**config.mk**
```make
export PLATFORM = sky130hd
export DESIGN_NAME = return_stack_exec
export DESIGN_NICKNAME = d
export VERILOG_FILES = /design/src/rs_exec_pkg.sv /design/src/pin_sync3.sv /design/src/return_stack_exec.sv
export SDC_FILE = /design/constraint.sdc
export NUM_CORES = 1
export LEC_CHECK = 0
export ABC_CLOCK_PERIOD_IN_PS = 4300
export BUFFER_PORTS_ARGS = -buffer_cell sky130_fd_sc_hd__buf_2
export CORE_ASPECT_RATIO = 1.5
export CORE_MARGIN = 10
export CORE_UTILIZATION = 45
export DETAILED_ROUTE_END_ITERATION = 8
export PLACE_DENSITY_LB_ADDON = 0.25
export SYNTH_ARGS = -nofsm -noshare
export SYNTH_HDL_FRONTEND = slang
export SYNTH_SLANG_ARGS = --single-unit
```
**constraint.sdc**
```tcl
create_clock -name clk -period 4.3 [get_ports clk]
set_input_delay 1.29 -clock clk [delete_from_list [all_inputs] [get_ports clk]]
set_output_delay 1.29 -clock clk [all_outputs]
set_load 0.05 [all_outputs]
```
**src/rs_exec_pkg.sv**
```systemverilog
// Constants, opcodes and carrier types for the return-stack execution control block.
// Assumes one core clock, with four clocks making one instruction cycle.
// Function
// - Read-modify-write of a port register takes the operand from pin levels.
// - A write to the timer-zero count clears its prescaler when assigned.
// - A changed program counter or true test on a one-word instruction adds one no-operation cycle.
// - A lone second word of a two-word instruction executes as no-operation.
// - A launched table write cycle runs on until the memory ends it.
// - Stack-discard drops the top entry, exposes the one below, flags untouched.
package rs_exec_pkg;

  // ---------------------------------------------------------------
  // Instruction cycle phases
  // ---------------------------------------------------------------
  localparam logic [1:0] Q1 = 2'h0;
  localparam logic [1:0] Q2 = 2'h1;
  localparam logic [1:0] Q3 = 2'h2;
  localparam logic [1:0] Q4 = 2'h3;

  // ---------------------------------------------------------------
  // Opcodes and fields
  // ---------------------------------------------------------------
  localparam logic [15:0] OP_STACK_DISCARD = 16'h0006;
  localparam logic [15:0] OP_STACK_PUSH = 16'h0005;
  localparam logic [13:0] OP_TBLWT_TOP = 14'h0003;
  localparam logic [3:0] PREFIX_SECOND_WORD = 4'hF;
  localparam int DEST_BIT = 9;
  localparam int ACCESS_BIT = 8;

  // ---------------------------------------------------------------
  // Reset values
  // ---------------------------------------------------------------
  localparam logic [15:0] RST_INSTR = 16'h0000;
  localparam logic [20:0] RST_STACK_TOP = 21'h000000;

  // ---------------------------------------------------------------
  // Types
  // ---------------------------------------------------------------
  typedef enum logic [1:0] {
    ST_RUN = 2'b00,
    ST_FLUSH = 2'b01,
    ST_OPERAND = 2'b10
  } exec_state_t;

  typedef struct packed {
    logic selPins;
    logic [7:0] operand;
  } rmw_req_t;

endpackage

```
**src/pin_sync3.sv**
```systemverilog
// Three-stage synchroniser with a stability filter for asynchronous pin levels.
// Assumes the pins change slowly compared to the core clock.
`timescale 1ns/100ps
`default_nettype none

module pin_sync3 #(
  parameter int WIDTH = 8
) (
  // Clock and reset
  input wire logic clk,
  input wire logic rst,
  // Pins and filtered result
  input wire logic [WIDTH-1:0] pinAsync,
  output logic [WIDTH-1:0] pinStable
);

  logic [WIDTH-1:0] s1_q;
  logic [WIDTH-1:0] s2_q;
  logic [WIDTH-1:0] s3_q;

  always_ff @(posedge clk)
  begin
    if (rst)
    begin
      s1_q <= '0;
      s2_q <= '0;
      s3_q <= '0;
    end
    else
    begin
      s1_q <= pinAsync;
      s2_q <= s1_q;
      s3_q <= s2_q;
    end
  end

  // A bit moves only once stages two and three agree
  always_ff @(posedge clk)
  begin
    if (rst)
      pinStable <= '0;
    else
      pinStable <= (s2_q & s3_q) | (pinStable & (s2_q | s3_q));
  end

endmodule

`default_nettype wire

```
**src/return_stack_exec.sv**
```systemverilog
// Execution control: cycle phases, no-operation insertion, port and timer side
// effects, table write continuation and the hardware return stack.
// Assumes the fetch unit presents the next word on instrWord during Q4.
`timescale 1ns/100ps
`default_nettype none

module return_stack_exec #(
  parameter int STACK_DEPTH = 31,
  parameter int PC_W = 21,
  parameter int PORT_COUNT = 5,
  parameter logic [7:0] PORT_BASE = 8'h80,
  parameter logic [7:0] TIMER_ZERO_ADDR = 8'hD6
) (
  // Clock and reset
  input wire logic clk,
  input wire logic rst,
  // Fetch and core inputs, same clock
  input wire logic [15:0] instrWord,
  input wire logic [PC_W-1:0] pcPlus2,
  input wire logic pcChange,
  input wire logic condTrue,
  input wire logic aluStatusWe,
  input wire logic timerPrescalerAssigned,
  // Program memory write handshake
  input wire logic tblWriteLaunch,
  input wire logic memWriteDone,
  // Port pins, asynchronous
  input wire logic [PORT_COUNT*8-1:0] portPins,
  // Outputs
  output logic [1:0] qPhase_q,
  output logic execNop_q,
  output logic consumedWord_q,
  output logic statusWe_q,
  output logic prescalerClr_q,
  output rs_exec_pkg::rmw_req_t rmw_q,
  output logic tblWriteBusy_q,
  output logic [PC_W-1:0] returnStackTop_q,
  output logic [$clog2(STACK_DEPTH+1)-1:0] stackPtr_q
);

  localparam int SP_W = $clog2(STACK_DEPTH+1);

  // Refused at elaboration: the stack and port decode need these bounds
  if (STACK_DEPTH < 2 || PORT_COUNT < 1 || PC_W < 2 || 32'(PORT_BASE) + PORT_COUNT > 256)
  begin : gBadParams
    $error("return_stack_exec: unsupported parameter values");
  end

  // ---------------------------------------------------------------
  // Decode
  // ---------------------------------------------------------------
  rs_exec_pkg::exec_state_t state_q;
  rs_exec_pkg::exec_state_t stateNext;
  logic [15:0] instr_q;
  logic [PC_W-1:0] stackMem_q [STACK_DEPTH];
  logic [PORT_COUNT*8-1:0] pinsStable;
  logic lone;
  logic exec;
  logic isPop;
  logic isPush;
  logic isTblwt;
  logic writesF;
  logic [7:0] fAddr;
  logic portHit;
  logic [7:0] portIdx;
  logic [7:0] pinByte;

  function automatic logic two_word(input logic [15:0] w);
    two_word = (w[15:6] == 10'b1110111000) || (w[15:12] == 4'hC) ||
      (w[15:9] == 7'b1110110) || (w[15:8] == 8'hEF);
  endfunction

  // Lone second words decode as no-operation
  assign lone = instr_q[15:12] == rs_exec_pkg::PREFIX_SECOND_WORD;
  assign exec = (state_q == rs_exec_pkg::ST_RUN) && !lone;
  assign isPop = exec && (instr_q == rs_exec_pkg::OP_STACK_DISCARD);
  assign isPush = exec && (instr_q == rs_exec_pkg::OP_STACK_PUSH);
  assign isTblwt = exec && (instr_q[15:2] == rs_exec_pkg::OP_TBLWT_TOP);
  assign fAddr = instr_q[7:0];

  // Writes the file register: byte ops with d set, bit ops, and the d-less movers
  assign writesF = exec && !instr_q[rs_exec_pkg::ACCESS_BIT] &&
    (((instr_q[15:12] >= 4'h2) && (instr_q[15:12] <= 4'h5) &&
      instr_q[rs_exec_pkg::DEST_BIT]) ||
     (instr_q[15:12] == 4'h7) || (instr_q[15:12] == 4'h8) || (instr_q[15:12] == 4'h9) ||
     (instr_q[15:9] == 7'b0110111) || (instr_q[15:9] == 7'b0110101) ||
     (instr_q[15:9] == 7'b0110100));

  assign portHit = (fAddr >= PORT_BASE) && (32'(fAddr) < 32'(PORT_BASE) + PORT_COUNT);
  assign portIdx = fAddr - PORT_BASE;

  always_comb
  begin
    pinByte = 8'h00;
    for (int i = 0; i < PORT_COUNT; i++)
    begin
      if (portIdx == 8'(i))
        pinByte = pinsStable[i*8 +: 8];
    end
  end

  pin_sync3 #(
    .WIDTH(PORT_COUNT*8)
  ) pin_sync3_inst (
    .clk(clk),
    .rst(rst),
    .pinAsync(portPins),
    .pinStable(pinsStable)
  );

  // ---------------------------------------------------------------
  // Cycle sequencing
  // ---------------------------------------------------------------
  always_comb
  begin
    if (exec && two_word(instr_q))
      stateNext = rs_exec_pkg::ST_OPERAND;
    else if (exec && (pcChange || condTrue))
      stateNext = rs_exec_pkg::ST_FLUSH;
    else
      stateNext = rs_exec_pkg::ST_RUN;
  end

  always_ff @(posedge clk)
  begin
    if (rst)
      qPhase_q <= rs_exec_pkg::Q1;
    else
      qPhase_q <= qPhase_q + 2'h1;
  end

  always_ff @(posedge clk)
  begin
    if (rst)
    begin
      state_q <= rs_exec_pkg::ST_RUN;
      instr_q <= rs_exec_pkg::RST_INSTR;
      execNop_q <= 1'b0;
      consumedWord_q <= 1'b0;
    end
    else if (qPhase_q == rs_exec_pkg::Q4)
    begin
      state_q <= stateNext;
      instr_q <= instrWord;
      // Second cycle is a bubble; a stray operand word is one too
      execNop_q <= (stateNext == rs_exec_pkg::ST_FLUSH) ||
        ((stateNext == rs_exec_pkg::ST_RUN) &&
         (instrWord[15:12] == rs_exec_pkg::PREFIX_SECOND_WORD));
      consumedWord_q <= stateNext == rs_exec_pkg::ST_OPERAND;
    end
  end

  // ---------------------------------------------------------------
  // Status, timer and port side effects
  // ---------------------------------------------------------------
  // Stack instructions never touch the flags
  always_ff @(posedge clk)
  begin
    if (rst)
      statusWe_q <= 1'b0;
    else
      statusWe_q <= (qPhase_q == rs_exec_pkg::Q4) && exec && aluStatusWe &&
        !isPop && !isPush;
  end

  always_ff @(posedge clk)
  begin
    if (rst)
      prescalerClr_q <= 1'b0;
    else
      prescalerClr_q <= (qPhase_q == rs_exec_pkg::Q4) && writesF &&
        (fAddr == TIMER_ZERO_ADDR) && timerPrescalerAssigned;
  end

  // Operand is sampled at Q2 so the pin read settles before the ALU uses it
  always_ff @(posedge clk)
  begin
    if (rst)
      rmw_q <= '0;
    else if (qPhase_q == rs_exec_pkg::Q1)
      rmw_q <= '0;
    else if (qPhase_q == rs_exec_pkg::Q2 && writesF && portHit)
    begin
      rmw_q.selPins <= 1'b1;
      rmw_q.operand <= pinByte;
    end
  end

  // ---------------------------------------------------------------
  // Table write continuation
  // ---------------------------------------------------------------
  // Only the memory ends the cycle; a new launch wins over a done
  always_ff @(posedge clk)
  begin
    if (rst)
      tblWriteBusy_q <= 1'b0;
    else if (qPhase_q == rs_exec_pkg::Q4 && isTblwt && tblWriteLaunch)
      tblWriteBusy_q <= 1'b1;
    else if (memWriteDone)
      tblWriteBusy_q <= 1'b0;
  end

  // ---------------------------------------------------------------
  // Return stack
  // ---------------------------------------------------------------
  // Saturating: a push when full is dropped, a discard when empty yields zero
  always_ff @(posedge clk)
  begin
    if (rst)
    begin
      returnStackTop_q <= PC_W'(rs_exec_pkg::RST_STACK_TOP);
      stackPtr_q <= '0;
    end
    else if (qPhase_q == rs_exec_pkg::Q2 && isPush && stackPtr_q < SP_W'(STACK_DEPTH))
    begin
      stackMem_q[stackPtr_q] <= returnStackTop_q;
      returnStackTop_q <= pcPlus2;
      stackPtr_q <= stackPtr_q + 1'b1;
    end
    else if (qPhase_q == rs_exec_pkg::Q3 && isPop)
    begin
      if (stackPtr_q != '0)
      begin
        returnStackTop_q <= stackMem_q[stackPtr_q - 1'b1];
        stackPtr_q <= stackPtr_q - 1'b1;
      end
      else
        returnStackTop_q <= PC_W'(rs_exec_pkg::RST_STACK_TOP);
    end
  end
endmodule

`default_nettype wire

```
==> results of run 1 <==
## Yosys cell counts (all sizes together) (3+ instances only)
master	instances	area share
nand2	344	0.040
nor2	78	0.0090
and3	3	0.00057
a41o	21	0.0064
nor4	7	0.0020
a311oi	9	0.0024
nand4	25	0.0048
mux4	116	0.080
buf	59	0.0093
clkbuf	65	0.0075
nand2b	13	0.0025
nor3	8	0.0021
nand3b	4	0.00092
inv	10	0.0011
ha	9	0.0034
a22oi	21	0.0048
xor2	5	0.0018
nand3	150	0.023
nor2b	122	0.023
o21ai	61	0.0093
xnor2	3	0.00080
a31oi	20	0.0038
dfxtp	219	0.13
a21oi	72	0.011
edfxtp	651	0.60
mux2i	39	0.012
and2	4	0.00077
## kinds of logic (layout without fill, tap and decap cells)
kind of cell,count (synthesis),after routing
other,0,1
AND/OR/NAND/NOR,771,771
AO/OA/AOI/OAI,213,213
flip-flops,870,870
adder cells (fa/ha/maj),9,9
XOR/XNOR,8,8
multiplexers,155,155
buffers and inverters,134,363
## per-stage QoR
stage / cells / hold slack [ns] / utilization / total power, uW / cell area [um2]
after floorplan: 2160 / 0.414 / - / 9270 / 32700
after global placement: 3160 / 0.418 / 0.480 / 9350 / 34800
after detailed placement: 3160 / 0.423 / 0.480 / 9350 / 34800
after CTS: 3311 / 0.422 / 0.517 / 16500 / 37400
after global routing: 3312 / 0.444 / 0.517 / 16800 / 37400
final: 3312 / 0.434 / 0.517 / 16300 / 37400
## area by class of cell
cell class	count	area [um2]
diodes	1	2.50
clock buffers	105	2200
clock inverters	46	460
fillers	6033	34900
inverters	10	37.5
multi-input cells	1156	8310
flip-flops and latches	870	23900
well taps	922	1150
repair buffers	202	1320
## flip-flops by register name, indices dropped and copies added, names as in the netlist, 2 cells and up
signal,count
stackMem_q,651
pin_sync3_inst.pinStable,40
pin_sync3_inst.s1_q,40
pin_sync3_inst.s2_q,40
pin_sync3_inst.s3_q,40
returnStackTop_q,21
instr_q,16
rmw_q,9
stackPtr_q,5
qPhase_q,2
## worst register-to-register path, delay by kind of cell, from the launching register on
kind	cells	cell delay, ns
compound gates	2	0.87
xor+xnor	1	0.62
fa+ha+maj	1	0.35
buf+inv	2	0.51
flops	1	0.54
mux	1	0.35
simple gates	1	0.24
## how the worst min path moves through the flow
stage                               to  cells past startpoint                     from
2_1_floorplan   pin_sync3_inst.s2_q[0]                      1   pin_sync3_inst.s1_q[0]
3_3_place_gp   pin_sync3_inst.s2_q[31]                      1  pin_sync3_inst.s1_q[31]
4_1_cts        pin_sync3_inst.s2_q[33]                      1  pin_sync3_inst.s1_q[33]
3_5_place_dp   pin_sync3_inst.s2_q[18]                      1  pin_sync3_inst.s1_q[18]
5_1_grt        pin_sync3_inst.s2_q[32]                      1  pin_sync3_inst.s1_q[32]
6_report       pin_sync3_inst.s2_q[33]                      1  pin_sync3_inst.s1_q[33]
## power by group through the flow
stage,combinational (uW),clock [uW],sequential [uW]
finish,187,7170,8990
global route,203,7630,8990
CTS,187,7300,8980
detailed placement,186,0,9170
global placement,183,0,9160
floorplan,103,0,9160
## routing by layer
layer | up-vias | routed length, um | share of wire | GRT usage
li1 | 8405 | - | - | -
met5 | - | 54 | 0.00062 | 0
met3 | 210 | 6720 | 0.078 | 0.0449
met2 | 872 | 43100 | 0.50 | 0.347
met4 | 10 | 5430 | 0.063 | 0.129
met1 | 9700 | 31300 | 0.36 | 0.236
==> out/qor.csv, run 1 <==
stage;metric;value;unit
floorplan;row cnt;121;
pwr;Lkg Pwr;0.0128;uW
setup_path;worst setup path category;flop to flop;
clocking;CTS tree;built;
timing;achievable frequency;0.278;GHz
pwr;worst IR drop on VDD;0.000382;V
global_route;vias in the first global route;19600;
timing;count of endpoints failing setup in the final report;0;
global_route;total routing resource utilization after global routing;0.206;
timing;post-route fraction of the period consumed by the critical path;0.836;
placement;sum of net half-perimeters after detailed placement;56000;um
setup_path;Reg2Reg Setup Slack;0.70;ns
setup_path;cells along the critical path;inv_1 -> ha_1 -> xor2_4 -> buf_12 -> mux4_2 -> a22oi_1 -> nand3_1 -> a41o_1;
setup_path;worst setup path startpoint;stackPtr_q[1];
clocking;maximum level of the CTS H-tree;3;
clocking;maximum clock path buffer count;3;
placement;number of buffer cells added on primary ports;126;
route;Remaining DRCs;0;
pwr;Switching Fraction;0.198;
synthesis;asr flop ratio synth;0;
route;Routed Wire Length;86600;um
pwr;logic gate share of total power;0.011;
clocking;Clk pin slew, worst setup/hold paths;0.06;ns
setup_path;critical path peak fanout;44;
layout;most frequent cells in the layout;sky130_fd_sc_hd__edfxtp_1, sky130_fd_sc_hd__nand2_1, sky130_fd_sc_hd__dfxtp_1;
synthesis;Seq/Total Area, Yosys;0.732;
pwr;Reg power frac;0.550;
clocking;post-CTS setup buffer count;0;
floorplan;width of the die;240;um
synthesis;adder and majority gate portion of the synthesized area;0.00345;
synthesis;xor and xnor fraction of the mapped netlist area;0.00260;
route;vias after detailed routing;19200;
synthesis;Synthesized Nets;2254;
synthesis;Avg Cell Area, Syn;15.1;um2
floorplan;DIE HEIGHT;350;um
clocking;Clock Sink Count;870;
pwr;share of power burned in the clock network;0.439;
synthesis;synthesized-area fraction occupied by ao, oa, aoi and oai cells;0.0401;
route;drt via density;5.80;
timing;Setup Skew;0.0310;ns
timing;slew of the pin with the lowest slew margin;1.16;ns
setup_path;cell with the biggest individual delay on the critical path;sky130_fd_sc_hd__xor2_4;
route;count of antenna-violating nets left after detailed routing;0;
synthesis;number of enable-type register cells in the synthesized netlist;651;
clocking;hold-fix buffers at CTS;0;
timing;Tmin final;3.60;ns
route;average wire length per cell after detail routing;26.1;um
synthesis;area fraction in and, or, nand and nor cells after synthesis;0.112;
synthesis;synthesized instance count;2160;
global_route;GRT Residual Overflow;0;
timing;number of slew-limit violations in the final report;0;
floorplan;Die Footprint;84000;um2
layout;most common cell after layout, fill and taps aside;sky130_fd_sc_hd__edfxtp_1;
pwr;internal power component;13100;uW
placement;pre-CTS setup slack;0.655;ns
clocking;Clock Latency Late Sink;0.65;ns
layout;number of nets in the layout;2415;
timing;slack of the critical path;0.704;ns
synthesis;count of warnings emitted by yosys;0;
clocking;CTS buffer count;81;
floorplan;I/O pin count;127;
route;Initial DRT Pass Iterations;5;
setup_path;Critical R2R Capture;returnStackTop_q[9];
clocking;CTS Root Cell;sky130_fd_sc_hd__clkbuf_16;
job;count of max-cap constraint violations;0;
timing;Post-Route Setup TNS;0;ns
synthesis;leading register cell type out of synthesis;sky130_fd_sc_hd__edfxtp_1;
setup_path;combined buffer and inverter count along the critical path;2;
synthesis;proportion of synthesized area in mux cells;0.0919;
timing;unrepaired setup endpoints after global routing;false;
global_route;first-pass GRT wire length;127000;um
pwr;NetSw;3240;uW
setup_path;Arr. time, crit path;4.12;ns
pwr;Pwr per Cell Area;437;nW/um2
setup_path;stages on the worst setup path;8;
setup_path;depth of the worst register-to-register path;8;
layout;layout overhead on the synthesized area;14.5;%
synthesis;dominant combinational cell family by area after synthesis;simple AND/OR/NAND/NOR gates;
min_path;classification of the worst-slack hold path;flop to flop;
synthesis;number of distinct library cells after synthesis;53;
layout;fraction of layout cells with a size suffix above 1;0.204;
setup_path;element type at the critical path start;flop;
clocking;post-cts sizing count;0;
synthesis;Post-Syn Area;32700;um2
timing;Hold Violations, Final;0;
setup_path;family of cells with the greatest summed delay on the critical path;compound AO/OA/AOI/OAI gates;
setup_path;crit end category;flop;
global_route;initial antenna violation count;9;
outcome;outcome;complete, no violations;
floorplan;total core area;72400;um2
setup_path;launch instance of the worst register-to-register path;stackPtr_q[1];
placement;final weighted congestion in routability-driven placement;0.926;
floorplan;starting density of the core;0.452;
route;number of DRC markers in iteration 0;1879;
setup_path;maximum cell stage delay along the critical path;0.62;ns
global_route;largest net degree at the start of global routing;200;
setup_path;capturing element of the worst setup path;returnStackTop_q[9];
synthesis;synthesis-stage register bit count;870;
timing;relative max-transition margin;0.230;
setup_path;Worst Path Required;4.83;ns
Note: power is estimated with default switching activity, not from simulation.
==> run 2, diff against run 1 <==
--- a/config.mk
+++ b/config.mk
@@ -5,7 +5,8 @@
 export SDC_FILE = /design/constraint.sdc
 export NUM_CORES = 1
 export LEC_CHECK = 0
-export ABC_CLOCK_PERIOD_IN_PS = 4300
+export ABC_AREA = 1
+export ABC_CLOCK_PERIOD_IN_PS = 3500
 export BUFFER_PORTS_ARGS = -buffer_cell sky130_fd_sc_hd__buf_2
 export CORE_ASPECT_RATIO = 1.5
 export CORE_MARGIN = 10
==> constraint.sdc (replaced) <==
create_clock -name clk -period 3.5 [get_ports clk]
set_input_delay 1.05 -clock clk [delete_from_list [all_inputs] [get_ports clk]]
set_output_delay 1.05 -clock clk [all_outputs]
set_load 0.05 [all_outputs]
==> run 2 against run 1 <==
Final cell count rose by 34%. Largest cell class unchanged. Count of clock-buffer cells in the layout rose by 4. Total power rose by 21%. Critical path depth fell by 7. Cell area rose by 4.0%. Combinational power rose by 66%. Routed wire length rose by 12%. Hold slack got worse by 0.034 ns. Sequential share of layout area fell by 2.5 points. Largest power group unchanged. Setup slack got worse by 0.24 ns. Via count rose by 23%.
==> out/qor.csv, run 2 <==
stage;metric;value;unit;change
floorplan;width of the die;246;um;+2.4%
synthesis;dominant combinational cell family by area after synthesis;simple AND/OR/NAND/NOR gates;;
setup_path;Arr. time, crit path;1.98;ns;-2.14 ns
synthesis;Synthesized Nets;3325;;+48%
layout;fraction of layout cells with a size suffix above 1;0.130;;-0.0740
global_route;initial antenna violation count;1;;-8
pwr;Final Total Pwr;19800;uW;+21%
synthesis;portion of synthesized cell area occupied by the leading cell type;0.569;;-0.0297
floorplan;starting density of the core;0.452;;+0.000750
synthesis;Avg Cell Area, Syn;10.6;um2;-30%
job;count of max-cap constraint violations;0;;unchanged
layout;area occupied by multi-input gates;8880;um2;+6.9%
global_route;vias in the first global route;23100;;+18%
synthesis;number of enable-type register cells in the synthesized netlist;651;;unchanged
pwr;Lkg Pwr;0.0147;uW;+16%
clocking;hold-fix buffers at CTS;0;;unchanged
route;drt via density;5.35;;-7.7%
timing;Tmin final;3.03;ns;
global_route;largest net degree at the start of global routing;162;;-19%
synthesis;synthesis-stage register bit count;870;;unchanged
setup_path;Worst Path Required;2.45;ns;-2.38 ns
clocking;CTS buffer count;78;;-3.7%
synthesis;xor and xnor fraction of the mapped netlist area;0.000509;;-0.00209
synthesis;leading register cell type out of synthesis;sky130_fd_sc_hd__edfxtp_1;;
layout;most common cell after layout, fill and taps aside;sky130_fd_sc_hd__nand2_1;;
placement;sum of net half-perimeters after detailed placement;62100;um;+11%
synthesis;top cell type by total area after synthesis;sky130_fd_sc_hd__edfxtp_1;;
timing;achievable frequency;0.330;GHz;
floorplan;Die Footprint;88100;um2;+4.9%
clocking;post-cts sizing count;0;;unchanged
floorplan;row cnt;124;;+2.5%
clocking;Clock Latency Late Sink;0.64;ns;about the same
layout;sequential standard cell area;23900;um2;about the same
synthesis;synthesized instance count;3231;;+50%
setup_path;cells along the critical path;buf_2;;
synthesis;top cells by area, synth;sky130_fd_sc_hd__edfxtp_1, sky130_fd_sc_hd__dfxtp_1, sky130_fd_sc_hd__nand3_1;;
synthesis;adder and majority gate portion of the synthesized area;0.00327;;-0.000171
clocking;post-CTS setup buffer count;0;;unchanged
outcome;outcome;complete, no violations;;
timing;count of endpoints failing setup in the final report;0;;unchanged
setup_path;Critical R2R Capture;returnStackTop_q[6];;
route;Routed Wire Length;97200;um;+12%
synthesis;area fraction in and, or, nand and nor cells after synthesis;0.228;;+0.117
layout;register with the most flip-flops;stackMem_q;;
route;count of antenna-violating nets left after detailed routing;0;;unchanged
synthesis;proportion of synthesized area in mux cells;0;;-0.0919
setup_path;worst setup path startpoint;returnStackTop_q[1];;
route;number of DRC markers in iteration 0;2060;;+9.6%
min_path;start point of the worst min-delay path;pin_sync3_inst.s1_q[1];;
synthesis;synthesized-area fraction occupied by ao, oa, aoi and oai cells;0.0231;;-0.0170
global_route;total routing resource utilization after global routing;0.218;;+0.0114
floorplan;I/O pin count;127;;unchanged
setup_path;cell with the biggest individual delay on the critical path;sky130_fd_sc_hd__dfxtp_1;;
synthesis;Seq/Total Area, Yosys;0.696;;-0.0364
clocking;CTS tree;built;;
floorplan;DIE HEIGHT;359;um;+2.4%
pwr;worst IR drop on VDD;0.000413;V;+8.3%
setup_path;family of cells with the greatest summed delay on the critical path;flip-flops;;
setup_path;capturing element of the worst setup path;returnStackTop_q[1];;
timing;number of slew-limit violations in the final report;0;;unchanged
setup_path;worst setup path category;flop to output port;;
layout;post-layout utilization of the core;0.512;;-0.00528
setup_path;element type at the critical path start;flop;;
timing;Setup Skew;0.0267;ns;-0.00432 ns
layout;layout overhead on the synthesized area;13.2;%;
synthesis;count of warnings emitted by yosys;0;;unchanged
synthesis;most frequent cell after synthesis;sky130_fd_sc_hd__nand2_1;;
timing;unrepaired setup endpoints after global routing;false;;
timing;slew of the pin with the lowest slew margin;1.01;ns;-0.149 ns
timing;worst hold slack across all endpoints;0.400;ns;-0.0340 ns
setup_path;combined buffer and inverter count along the critical path;1;;-1
route;Initial DRT Pass Iterations;5;;unchanged
synthesis;number of distinct library cells after synthesis;37;;-30%
placement;final weighted congestion in routability-driven placement;0.867;;-6.3%
placement;number of buffer cells added on primary ports;126;;unchanged
route;Remaining DRCs;0;;unchanged
global_route;GRT Residual Overflow;0;;unchanged
setup_path;stages on the worst setup path;1;;-7
setup_path;launch instance of the worst register-to-register path;stackPtr_q[0];;
clocking;Clock Sink Count;870;;unchanged
setup_path;crit end category;output port;;
synthesis;top cells by instance count after synthesis;sky130_fd_sc_hd__nand2_1, sky130_fd_sc_hd__nand3_1, sky130_fd_sc_hd__edfxtp_1;;
setup_path;depth of the worst register-to-register path;12;;+4
timing;relative max-transition margin;0.328;;+0.0980
pwr;Pwr per Cell Area;508;nW/um2;+16%
route;average wire length per cell after detail routing;22.0;um;-16%
timing;Post-Route Setup TNS;0;ns;unchanged
route;vias after detailed routing;23700;;+23%
clocking;CTS Root Cell;sky130_fd_sc_hd__clkbuf_16;;
floorplan;total core area;76000;um2;+5.1%
setup_path;critical path peak fanout;14;;-68%
synthesis;asr flop ratio synth;0;;unchanged
synthesis;Post-Syn Area;34400;um2;+5.2%
layout;most frequent cells in the layout;sky130_fd_sc_hd__nand2_1, sky130_fd_sc_hd__nand3_1, sky130_fd_sc_hd__edfxtp_1;;
clocking;maximum clock path buffer count;3;;unchanged
layout;number of flip-flops under the largest register name;651;;unchanged
setup_path;Reg2Reg Setup Slack;0.74;ns;+0.04 ns
setup_path;maximum cell stage delay along the critical path;0.94;ns;+0.32 ns
global_route;first-pass GRT wire length;144000;um;+13%
timing;Hold Violations, Final;0;;unchanged
layout;filler cell count;6807;;+13%
timing;post-route fraction of the period consumed by the critical path;0.867;;
min_path;classification of the worst-slack hold path;flop to flop;;
clocking;maximum level of the CTS H-tree;3;;unchanged
layout;number of nets in the layout;3447;;+43%
layout;Ant. Diodes;0;;-1
clocking;Clk pin slew, worst setup/hold paths;0.06;ns;about the same
==> run 2: routing by layer <==
layer / global-route usage / wire length, um
met1: 0.239 / 34900
met2: 0.388 / 50600
met3: 0.0262 / 5060
met4: 0.148 / 6630
met5: 0 / 0
==> run 2: worst min-delay path by stage <==
| stage | end | depth (start not counted) | slack [ns] |
|---|---|---|---|
| final | pin_sync3_inst.s2_q[1] | 2 | 0.40 |
| after global routing | pin_sync3_inst.s2_q[37] | 2 | 0.41 |
| after CTS | pin_sync3_inst.s2_q[2] | 2 | 0.40 |
| after detailed placement | pin_sync3_inst.s2_q[2] | 2 | 0.39 |
| after global placement | pin_sync3_inst.s2_q[4] | 2 | 0.39 |
| after floorplan | pin_sync3_inst.s2_q[0] | 2 | 0.39 |
==> run 2: cells by family after synthesis <==
family	count (synthesis)
AO/OA/AOI/OAI	156
XOR/XNOR	2
adder cells (fa/ha/maj)	9
buffers and inverters	379
flip-flops	870
AND/OR/NAND/NOR	1815
==> run 2: final cells by class <==
type | count | area share
clock buffer | 109 | 0.0569
clock inverter | 35 | 0.00685
inverter | 202 | 0.0198
multi-input combinational | 1982 | 0.228
sequential | 870 | 0.615
tap | 1008 | 0.0324
timing repair buffer | 219 | 0.0406
==> run 2: through the flow <==
stage	std cells	instance area, um2	setup slack [ns]
2_1_floorplan	3231	34400	0.668
6_report	4425	38900	0.467
3_3_place_gp	4281	36400	0.801
3_5_place_dp	4281	36400	0.731
5_1_grt	4425	38900	0.467
4_1_cts	4425	38900	0.439
==> run 2: where the power goes <==
part	total, uW	leakage (uW)	internal (uW)	switching [uW]
Sequential	11000	0.00782	11000	38.8
Clock	8430	0.00123	4670	3760
Combinational	311	0.00569	102	210
Total	19800	0.0147	15800	4000
